<file path="config.mk">
export PLATFORM = sky130hd
export DESIGN_NAME = pbseq_top
export DESIGN_NICKNAME = d
export VERILOG_FILES = /design/src/hdl/pbseq_pkg.sv /design/src/hdl/pbseq_top.sv
export SDC_FILE = /design/constraint.sdc
export NUM_CORES = 1
export LEC_CHECK = 0
export BUFFER_PORTS_ARGS = -buffer_cell sky130_fd_sc_hd__buf_4
export CAP_MARGIN = 30
export CORE_MARGIN = 10
export CORE_UTILIZATION = 59
export CTS_BUF_LIST = sky130_fd_sc_hd__clkbuf_16
export DETAILED_ROUTE_END_ITERATION = 10
export PLACE_DENSITY = 0.76
export SYNTH_ARGS = -nofsm -noshare
export SYNTH_HDL_FRONTEND = slang
export SYNTH_SLANG_ARGS = --single-unit
</file>
<file path="constraint.sdc">
create_clock -name core_clk -period 2.35 [get_ports core_clk]
set_input_delay 0 -clock core_clk [delete_from_list [all_inputs] [get_ports core_clk]]
set_output_delay 0 -clock core_clk [all_outputs]
set_load 0.01 [all_outputs]
</file>
<file path="src/hdl/pbseq_pkg.sv">
package pbseq_pkg;

	// =====================================================
	// Timing
	// =====================================================
	localparam int unsigned CLK_HZ          = 20000000;
	localparam int unsigned DEBOUNCE_MS     = 32;
	localparam int unsigned DEBOUNCE_CYC    = CLK_HZ / 1000 * DEBOUNCE_MS;
	localparam int unsigned LONG_PUSH_MS    = 8000;
	localparam int unsigned LONG_PUSH_CYC   = CLK_HZ / 1000 * LONG_PUSH_MS;
	localparam int unsigned CONFIRM_MS      = 300;
	localparam int unsigned CONFIRM_CYC     = CLK_HZ / 1000 * CONFIRM_MS;
	localparam int unsigned RESET_PULSE_MS  = 10;
	localparam int unsigned RESET_PULSE_CYC = CLK_HZ / 1000 * RESET_PULSE_MS;
	localparam int unsigned CNT_W           = 32;

	// =====================================================
	// Idle level and reset values
	// =====================================================
	localparam logic        BTN_IDLE        = 1'b1;
	localparam logic        OUT_OFF_N       = 1'b1;

	// =====================================================
	// States and status bits
	// =====================================================
	typedef enum logic [1:0] {
		PBSEQ_OFF     = 2'b00,
		PBSEQ_START   = 2'b01,
		PBSEQ_RUN     = 2'b10,
		PBSEQ_LP_RST  = 2'b11
	} pbseq_state_e;

	typedef struct packed {
		logic shutdown_req_n;
		logic low_battery_n;
		logic button_state_n;
	} pbseq_status_s;

endpackage : pbseq_pkg

</file>
<file path="src/hdl/pbseq_top.sv">
`timescale 1ns/10ps
// How it works
// - Forced button acts on falling edge after power-up
// - Off: single button press powers up
// - Running: single button press requests shutdown
// - Long hold of both buttons powers down or resets regardless
// - Low battery flagged on low startup press
// - Low battery flagged on undervoltage while enabled
// - Press asserts enable immediately
// - Confirm high during startup keeps enable
// - Every power press asserts shutdown request
// - Confirm low while running drops enable
// - Undervoltage while running asserts shutdown request
// - Button state follows press, not undervoltage
// - Variant samples confirm after button release
// - Press counts after debounce low period
// - Unconfirmed startup drops enable
module pbseq_top #(
	parameter int unsigned DEBOUNCE_CYC    = pbseq_pkg::DEBOUNCE_CYC,
	parameter int unsigned LONG_PUSH_CYC   = pbseq_pkg::LONG_PUSH_CYC,
	parameter int unsigned CONFIRM_CYC     = pbseq_pkg::CONFIRM_CYC,
	parameter int unsigned RESET_PULSE_CYC = pbseq_pkg::RESET_PULSE_CYC,
	parameter bit          EN_ACTIVE_HIGH  = 1'b1,
	parameter bit          LONG_PUSH_RESET = 1'b0,
	parameter bit          WAIT_RELEASE    = 1'b1
) (
	input  wire logic core_clk,
	input  wire logic rst_n,
	input  wire logic power_button_in,
	input  wire logic forced_action_button_in,
	input  wire logic power_confirm_in,
	input  wire logic supply_above_startup,
	input  wire logic supply_undervoltage,
	output logic      enable_out,
	output logic      shutdown_req_n_out,
	output logic      low_battery_n_out,
	output logic      button_state_n_out,
	output logic      app_reset_n_out
);

	// =====================================================
	// Debounce
	// =====================================================
	logic [pbseq_pkg::CNT_W-1:0] pb_cnt_ff;
	logic [pbseq_pkg::CNT_W-1:0] fa_cnt_ff;
	logic                        pb_prs_ff;
	logic                        fa_prs_ff;
	logic                        fa_prs_d_ff;
	logic                        fa_armed_ff;
	pbseq_pkg::pbseq_state_e      state_ff;

	// Any high sample restarts the count, so short low pulses never register
	always_ff @(posedge core_clk or negedge rst_n)
	begin
		if (!rst_n)
		begin
			pb_cnt_ff <= '0;
			pb_prs_ff <= 1'b0;
		end
		else if (power_button_in == pbseq_pkg::BTN_IDLE)
		begin
			pb_cnt_ff <= '0;
			pb_prs_ff <= 1'b0;
		end
		else if (pb_cnt_ff < pbseq_pkg::CNT_W'(DEBOUNCE_CYC - 1))
			pb_cnt_ff <= pb_cnt_ff + 1'b1;
		else
			pb_prs_ff <= 1'b1;
	end

	always_ff @(posedge core_clk or negedge rst_n)
	begin
		if (!rst_n)
		begin
			fa_cnt_ff <= '0;
			fa_prs_ff <= 1'b0;
		end
		else if (forced_action_button_in == pbseq_pkg::BTN_IDLE)
		begin
			fa_cnt_ff <= '0;
			fa_prs_ff <= 1'b0;
		end
		else if (fa_cnt_ff < pbseq_pkg::CNT_W'(DEBOUNCE_CYC - 1))
			fa_cnt_ff <= fa_cnt_ff + 1'b1;
		else
			fa_prs_ff <= 1'b1;
	end

	// Forced button armed only by a fresh falling edge after power-up
	always_ff @(posedge core_clk or negedge rst_n)
	begin
		if (!rst_n)
		begin
			fa_prs_d_ff <= 1'b0;
			fa_armed_ff <= 1'b0;
		end
		else
		begin
			fa_prs_d_ff <= fa_prs_ff;
			if (state_ff != pbseq_pkg::PBSEQ_RUN || !fa_prs_ff)
				fa_armed_ff <= 1'b0;
			else if (fa_prs_ff && !fa_prs_d_ff)
				fa_armed_ff <= 1'b1;
		end
	end

	// =====================================================
	// Sequencer
	// =====================================================
	pbseq_pkg::pbseq_state_e      nxt_state;
	logic [pbseq_pkg::CNT_W-1:0] tmr_ff;
	logic [pbseq_pkg::CNT_W-1:0] lp_cnt_ff;
	logic                        pb_prs_d_ff;
	logic                        en_ff;
	logic                        nxt_en;
	logic                        pb_rise;
	logic                        long_push;
	logic                        confirm_ok;

	assign pb_rise   = pb_prs_ff && !pb_prs_d_ff;
	assign long_push = lp_cnt_ff == pbseq_pkg::CNT_W'(LONG_PUSH_CYC - 1);
	// Release-wait variant ignores confirm while the button is still down
	assign confirm_ok = power_confirm_in && (!WAIT_RELEASE || !pb_prs_ff);

	always_ff @(posedge core_clk or negedge rst_n)
	begin
		if (!rst_n)
			lp_cnt_ff <= '0;
		else if (state_ff != pbseq_pkg::PBSEQ_RUN || !pb_prs_ff || !fa_armed_ff)
			lp_cnt_ff <= '0;
		else if (!long_push)
			lp_cnt_ff <= lp_cnt_ff + 1'b1;
	end

	always_comb
	begin
		nxt_state = state_ff;
		nxt_en    = en_ff;
		unique case (state_ff)
			pbseq_pkg::PBSEQ_OFF:
				if (pb_rise && supply_above_startup)
				begin
					nxt_state = pbseq_pkg::PBSEQ_START;
					nxt_en    = 1'b1;
				end
			pbseq_pkg::PBSEQ_START:
				if (supply_undervoltage)
				begin
					nxt_state = pbseq_pkg::PBSEQ_OFF;
					nxt_en    = 1'b0;
				end
				else if (confirm_ok)
					nxt_state = pbseq_pkg::PBSEQ_RUN;
				else if (WAIT_RELEASE && !pb_prs_ff && !power_confirm_in)
				begin
					nxt_state = pbseq_pkg::PBSEQ_OFF;
					nxt_en    = 1'b0;
				end
				else if (tmr_ff == pbseq_pkg::CNT_W'(CONFIRM_CYC - 1))
				begin
					nxt_state = pbseq_pkg::PBSEQ_OFF;
					nxt_en    = 1'b0;
				end
			pbseq_pkg::PBSEQ_RUN:
				if (!power_confirm_in || supply_undervoltage)
				begin
					nxt_state = pbseq_pkg::PBSEQ_OFF;
					nxt_en    = 1'b0;
				end
				else if (long_push && LONG_PUSH_RESET)
					nxt_state = pbseq_pkg::PBSEQ_LP_RST;
				else if (long_push)
				begin
					nxt_state = pbseq_pkg::PBSEQ_OFF;
					nxt_en    = 1'b0;
				end
			pbseq_pkg::PBSEQ_LP_RST:
				if (tmr_ff == pbseq_pkg::CNT_W'(RESET_PULSE_CYC - 1))
					nxt_state = pbseq_pkg::PBSEQ_START;
		endcase
	end

	always_ff @(posedge core_clk or negedge rst_n)
	begin
		if (!rst_n)
		begin
			state_ff    <= pbseq_pkg::PBSEQ_OFF;
			en_ff       <= 1'b0;
			pb_prs_d_ff <= 1'b0;
		end
		else
		begin
			state_ff    <= nxt_state;
			en_ff       <= nxt_en;
			pb_prs_d_ff <= pb_prs_ff;
		end
	end

	always_ff @(posedge core_clk or negedge rst_n)
	begin
		if (!rst_n)
			tmr_ff <= '0;
		else if (nxt_state != state_ff)
			tmr_ff <= '0;
		else
			tmr_ff <= tmr_ff + 1'b1;
	end

	// =====================================================
	// Outputs
	// =====================================================
	pbseq_pkg::pbseq_status_s nxt_st;
	pbseq_pkg::pbseq_status_s st_ff;

	always_comb
	begin
		nxt_st.button_state_n = !pb_prs_ff;
		// Press is reported at every stage, off or on
		nxt_st.shutdown_req_n = !(pb_prs_ff ||
			(state_ff == pbseq_pkg::PBSEQ_RUN && supply_undervoltage));
		nxt_st.low_battery_n  = !((pb_prs_ff && !en_ff && !supply_above_startup) ||
			(en_ff && supply_undervoltage));
	end

	always_ff @(posedge core_clk or negedge rst_n)
	begin
		if (!rst_n)
		begin
			st_ff           <= '{pbseq_pkg::OUT_OFF_N, pbseq_pkg::OUT_OFF_N,
				pbseq_pkg::OUT_OFF_N};
			enable_out      <= !EN_ACTIVE_HIGH;
			app_reset_n_out <= 1'b0;
		end
		else
		begin
			st_ff           <= nxt_st;
			enable_out      <= nxt_en ~^ EN_ACTIVE_HIGH;
			app_reset_n_out <= nxt_state == pbseq_pkg::PBSEQ_RUN;
		end
	end

	assign shutdown_req_n_out = st_ff.shutdown_req_n;
	assign low_battery_n_out  = st_ff.low_battery_n;
	assign button_state_n_out = st_ff.button_state_n;

	// =====================================================
	// Checks
	// =====================================================
	a_press_enables: assert property (@(posedge core_clk) disable iff (!rst_n)
		state_ff == pbseq_pkg::PBSEQ_OFF && pb_rise && supply_above_startup
		|=> state_ff == pbseq_pkg::PBSEQ_START && en_ff)
		else $error("Press did not enable");
	a_confirm_low_drop: assert property (@(posedge core_clk) disable iff (!rst_n)
		state_ff == pbseq_pkg::PBSEQ_RUN && !power_confirm_in |=> !en_ff)
		else $error("Confirm low kept enable");
	a_press_request: assert property (@(posedge core_clk) disable iff (!rst_n)
		pb_prs_ff |=> !shutdown_req_n_out)
		else $error("Press gave no shutdown request");
	a_uv_no_button: assert property (@(posedge core_clk) disable iff (!rst_n)
		!pb_prs_ff |=> button_state_n_out)
		else $error("Button state without press");
	a_uv_low_batt: assert property (@(posedge core_clk) disable iff (!rst_n)
		en_ff && supply_undervoltage |=> !low_battery_n_out)
		else $error("Undervoltage not flagged");
	// Own count, so the check does not lean on the sequencer timer
	logic [pbseq_pkg::CNT_W-1:0] chk_start_cnt_ff;

	always_ff @(posedge core_clk or negedge rst_n)
	begin
		if (!rst_n)
			chk_start_cnt_ff <= '0;
		else if (state_ff != pbseq_pkg::PBSEQ_START)
			chk_start_cnt_ff <= '0;
		else
			chk_start_cnt_ff <= chk_start_cnt_ff + 1'b1;
	end

	a_start_timeout: assert property (@(posedge core_clk) disable iff (!rst_n)
		chk_start_cnt_ff < pbseq_pkg::CNT_W'(CONFIRM_CYC))
		else $error("Startup never resolved");
	a_debounce_min: assert property (@(posedge core_clk) disable iff (!rst_n)
		$rose(pb_prs_ff) |-> pb_cnt_ff == pbseq_pkg::CNT_W'(DEBOUNCE_CYC - 1))
		else $error("Press before debounce");
	a_en_polarity: assert property (@(posedge core_clk) disable iff (!rst_n)
		enable_out == ((state_ff != pbseq_pkg::PBSEQ_OFF) ~^ EN_ACTIVE_HIGH))
		else $error("Enable polarity wrong");
	a_uv_request: assert property (@(posedge core_clk) disable iff (!rst_n)
		state_ff == pbseq_pkg::PBSEQ_RUN && supply_undervoltage |=> !shutdown_req_n_out)
		else $error("Undervoltage gave no request");
	a_low_start_batt: assert property (@(posedge core_clk) disable iff (!rst_n)
		pb_prs_ff && !en_ff && !supply_above_startup |=> !low_battery_n_out)
		else $error("Low startup supply not flagged");
	a_press_btn_state: assert property (@(posedge core_clk) disable iff (!rst_n)
		pb_prs_ff |=> !button_state_n_out)
		else $error("Press not shown on button state");
	a_fa_fresh_edge: assert property (@(posedge core_clk) disable iff (!rst_n)
		$rose(fa_armed_ff) |-> $past(fa_prs_ff) && !$past(fa_prs_d_ff)
		&& $past(state_ff) == pbseq_pkg::PBSEQ_RUN)
		else $error("Forced button armed without fresh edge");
	a_lp_reset_hold: assert property (@(posedge core_clk) disable iff (!rst_n)
		state_ff == pbseq_pkg::PBSEQ_LP_RST |-> !app_reset_n_out && en_ff)
		else $error("Long push reset pulse wrong");

endmodule : pbseq_top

</file>
* Yosys cells after proc, flatten, opt, wreduce, memory -nomap -nowiden
Index checks and enable logic that the tools add are counted.
** Storage, ports and cells
- Register bits :: 140
- Input bits :: 7
- Output and inout port bits :: 5
- Word-level logic and storage cells :: 98
** Operators by class
- Add/sub/neg operators :: 4
- $lt $le $gt $ge :: 2
- Equality and inequality tests :: 16
- Muxes and demuxes :: 30
- Reduce and logical (&&, ||, !) cells :: 31
** Operators with widths (count)
- $mux 32 :: 7
- $add 32x1->32 const B :: 4
- $lt 32x20->1 const B :: 2
- $eq 32x18->1 const B :: 1
- $eq 32x23->1 const B :: 1
- $eq 32x28->1 const B :: 1
- $mux 2 :: 8
- $mux 1 :: 13
- $logic_not 1->1 :: 10
- $logic_and 1x1->1 :: 9
- $ne 2x2->1 const B :: 4
- $pmux 2 s4 :: 1
- $eq 2x2->1 const B :: 3
- $logic_or 1x1->1 :: 6
- $ne 3x3->1 const B :: 2
- $reduce_bool 2->1 :: 3
- $reduce_and 5->1 :: 1
- $ne 4x4->1 const B :: 1
- $pmux 1 s3 :: 1
- $reduce_bool 3->1 :: 1
- $eq 2x1->1 const B :: 1
- $logic_not 2->1 :: 1
- $ne 2x1->1 const B :: 1
- $ne 2x2->1 :: 1

* Depth between registers and ports, before layout
- Depth after elaboration :: 8
- Depth in mapped cells :: 9
- Depth with buffers taken out :: 8

* Least setup slack after synthesis
OpenSTA, ideal clock, no wires.
- Kind :: register to register
- Start point :: register tmr_ff[0] in the netlist's numbering
- End point :: register tmr_ff[26] in the netlist's numbering
- Setup time :: 0.119 ns
- Arrival time :: 1.823 ns
- Data required time :: 2.231 ns
- Slack :: 0.409 ns
- Stages on the path, launching flop included :: 9
- Buffers on the path :: 1
- Clock period less this slack :: 1.941 ns
- Path through :: dfrtp_1 > ha_1 > and4_1 > nand4_1 > or4_4 > a31oi_1 > a211o_2 > buf_6 > nor2_1
** Between the ends
- Word-level cells in the longest chain between the ends :: 8
- Elaborated cells between the ends (all ways) :: 11
- Those cells by class :: add/sub (1); eq/ne (3); mux (7)
** Ends and longest elaborated chain
- start: declaration :: line pbseq_top.sv:111 : logic [pbseq_pkg::CNT_W-1:0] tmr_ff;
- start signal: assignment :: line pbseq_top.sv:206 : tmr_ff <= tmr_ff + 1'b1;
- $eq 32x23->1 :: line pbseq_top.sv:159 : else if (tmr_ff == pbseq_pkg::CNT_W'(CONFIRM_CYC - 1))
- $mux 2 :: line pbseq_top.sv:159
- $mux 2 :: line pbseq_top.sv:154 : else if (WAIT_RELEASE && !pb_prs_ff && !power_confirm_in)
- $mux 2 :: line pbseq_top.sv:152 : else if (confirm_ok)
- $mux 2 :: line pbseq_top.sv:147 : if (supply_undervoltage)
- $pmux 2 s4 :: line pbseq_top.sv:139 : unique case (state_ff)
- $ne 2x2->1 :: line pbseq_top.sv:203 : else if (nxt_state != state_ff)
- $mux 32 (*) :: line pbseq_top.sv:203
Every way passes the cells marked *; elsewhere a longest branch is shown, timed or not.
A chain may end at the register's enable or synchronous reset.

* Worst setup path in the final report
- Start point :: register tmr_ff[0] in the netlist's numbering
- End point :: register tmr_ff[17] in the netlist's numbering
The elaborated chain is that of the path after synthesis.

==> results.tsv <==
stage	metric	value	unit
status	outcome	finished clean	
placement	Placement Cell Area	7078	µm²
worst_setup_path	r2r worst-path depth	8	
clock_network	clk slew on worst S/H paths	0.06	ns
clock_network	clk_lat worst skew	0.43	ns
grt	initial antenna violation count	0	
finish	Ant. Diodes	0	
run	max cap viols	0	
yosys	Mapped Area	6783	µm²
grt	largest net degree at the start of global routing	54	
die	I/O Pins	12	
clock_network	CTS tree	built	
placement	GP Congestion	0.8505	
grt	total track usage	17.25	%
finish	fin util	68.48	%
die	Die X	127.2	µm
pwr	Leak Pwr	3.240	nW
sta	final number of hold-violating endpoints	0	
yosys	Synth top area share	50.54	%
detailed_routing	vias per inst	5.842	
yosys	EDFF count, synth	0	
clock_network	Post-CTS Setup Bufs	0	
clock_network	Sink Count	140	
placement	Post-DP HPWL	8844	µm
yosys	sequential fraction of the synthesis area	51.71	%
worst_setup_path	CP required	2.65	ns
die	Die ar.	16180	µm²
grt	first-pass GRT wire length	23130	µm
die	die height	127.2	µm
worst_setup_path	CP arrival	2.53	ns
sta	Slew Viols, Final	0	
sta	Max Freq	447.6	MHz
placement	Port Buf Inserts	11	
grt	gr ovfl total	0	
detailed_routing	Post-Route WL	13550	µm
detailed_routing	vias	5071	
yosys	Seq cells post-synth	140	
clock_network	Max Root-Sink Buffers	2	
yosys	syn nets	699	
worst_setup_path	Setup crit end kind	register	
clock_network	CTS H-Tree Depth	4	
worst_setup_path	FF-to-FF setup slack	0.12	ns
yosys	Mapped Avg Cell Area	9.931	µm²
sta	period utilisation layout	95.07	%
yosys	fraction of registers with async set/reset	100.0	%
yosys	synth unique cells	50	
finish	layout cells sized above 1	10.34	%
worst_setup_path	Setup CP Type	reg -> reg	
die	standard-cell rows	39	
sta	TNS Setup	0	ns
grt	met3 Use GR	5.170	%
die	initial core utilization	59.91	%
grt	Most Crowded Layer GR	met2	
sta	minimum clock period after layout	2.234	ns
grt	vias in the first global route	4935	
pwr	Power Density	778.7	nW/µm²
detailed_routing	post-route ant nets	0	
yosys	Post-synth top flop	dfrtp_1	
sta	skew final	0.01035	ns
yosys	Synth area leaders	dfrtp_1, xnor2_1, nor2_1, xor2_1, nand3_1	
detailed_routing	number of DRC markers in iteration 0	488	
worst_setup_path	Critical Path Fanout Max	32	
sta	final worst slack	0.1159	ns
hold_path	Worst Hold Class	in -> async	
sta	Tightest Pin Transition	0.5444	ns
finish	Layout area overhead	14.30	%
yosys	Synthesis Warnings	0	
clock_network	clock buffer count from CTS	17	
sta	unrepaired setup endpoints after global routing	false	
detailed_routing	Residual DRC	0	
finish	Fillers	829	
yosys	largest area contributor in the netlist	dfrtp_1	
grt	met1 GRT Util	22.47	%
sta	setup violators final	0	
finish	post-route cell area	7752	µm²
placement	pre-CTS setup slack	0.1783	ns
detailed_routing	WL/cell	15.61	µm
sta	Slew headroom	63.71	%
worst_setup_path	element type at the critical path start	register	
finish	layout net count	728	
die	Core Box Area	11320	µm²
yosys	Post-Syn Instances	683	
grt	met2 Use GR	26.34	%
clock_network	post_cts resized	0	
clock_network	clock root cell	clkbuf_16	
detailed_routing	Pre-antenna DRT Iters	5	
pwr	peak supply drop	0.8611	mV
[through the flow]
stage	cells	power, mW	hold WS (ns)
after floorplan	683	3.057	-0.2956
after global placement	831	3.225	-0.02230
after detailed placement	831	3.249	-0.01594
after CTS	868	6.071	0.1074
after global routing	868	6.264	0.1322
final	868	6.037	0.1015
[layout make-up]
cell class,instances,area (µm²),share of cell area [%]
multi-input combinational,510,3119,40.24
inverter,11,41.29,0.5326
sequential,140,3507,45.24
clock inverter,15,198.9,2.566
timing repair buffer,32,281.5,3.631
tap,143,178.9,2.308
clock buffer,17,425.4,5.487
[per-layer routing]
metal / share of wire [%] / vias up
met5: 0 / -
met4: 2.2 / 0
met3: 4.0 / 26
met2: 47 / 89
met1: 47 / 2517
li1: - / 2439
[timing repair]
| item | CTS | global route |
|---|---|---|
| hold endpoints to repair | 176 | 0 |
| setup endpoints to repair | 0 | 1 |
| hold buffers | 5 | 0 |
[cell usage after synthesis (3+ instances only)]
cell and instances:
clkbuf_1 16, nor4b_1 7, and2_1 4, nand3_1 38, nor4_1 30, nor2b_1 29
nor2_1 114, dfrtp_1 137, a41oi_1 3, nand2b_1 3, a21oi_1 14, and3_1 7
nand2_1 45, xor2_1 37, dfstp_2 3, o21ai_0 14, xnor2_1 51, buf_6 4
inv_1 11, and4_1 11, nor3b_1 3, ha_1 9, nor4bb_1 3, nor3_1 29
nand4_1 27, or3_1 5
[cells by family after synthesis]
kind of cell	synth area share [%]
AO/OA/AOI/OAI	3.948
XOR/XNOR	11.36
adder cells (fa/ha/maj)	1.660
buffers and inverters	2.306
flip-flops	51.71
multiplexers	0.3136
AND/OR/NAND/NOR	28.70
[power breakdown]
part           total (mW)  internal, mW  switching [mW]
clock                2.80          1.77            1.03
combinational       0.650         0.251           0.399
sequential           2.59          2.50          0.0918
[state kept, by name (all words and copies together) (netlist names)]
| register | count |
|---|---|
| pb_prs_ff | 1 |
| fa_prs_d_ff | 1 |
| fa_prs_ff | 1 |
| pb_prs_d_ff | 1 |
| fa_armed_ff | 1 |
| pb_cnt_ff | 32 |
| button_state_n_out | 1 |
| state_ff | 2 |
| fa_cnt_ff | 32 |
| enable_out | 1 |
| app_reset_n_out | 1 |
| lp_cnt_ff | 32 |
| low_battery_n_out | 1 |
| shutdown_req_n_out | 1 |
| tmr_ff | 32 |
[worst max-delay path, stage by stage, from the launching register on]
cell and delay (ns):
dfrtp_1 0.41, ha_1 0.23, and4_1 0.28, nand4_1 0.12, or4_4 0.47, a31oi_1 0.19, a211o_2 0.14, buf_12 0.17
nor2_1 0.08
[cells in the final DEF, fill, tap and decap left out, types with 3 or more instances in the layout]
master,instances
a21oi_1,14
a41oi_1,3
and2_1,4
and3_1,7
and4_1,11
buf_4,24
bufinv_16,4
clkbuf_16,17
clkinv_2,3
clkinv_4,3
clkinvlp_4,5
dfrtp_1,137
dfstp_2,3
dlygate4sd3_1,5
ha_1,9
inv_1,11
nand2_1,45
nand2b_1,3
nand3_1,38
nand4_1,27
nor2_1,114
nor2b_1,29
nor3_1,29
nor3b_1,3
nor4_1,30
nor4b_1,7
nor4bb_1,3
o21ai_0,14
or3_1,5
xnor2_1,51
xor2_1,37
[final timing paths]
check,from,end
setup reg to reg,tmr_ff[0]$_DFF_PN0_,tmr_ff[17]$_DFF_PN0_
hold reg to reg,fa_prs_d_ff$_DFF_PN0_,fa_armed_ff$_DFFE_PN0P_
hold / removal,rst_n,tmr_ff[23]$_DFF_PN0_
max in group asynchronous,rst_n,lp_cnt_ff[2]$_DFFE_PN0P_
setup / recovery,tmr_ff[0]$_DFF_PN0_,tmr_ff[17]$_DFF_PN0_
min in group core_clk,supply_above_startup,enable_out$_DFFE_PN0P_
(Power assumes the default switching activity.)
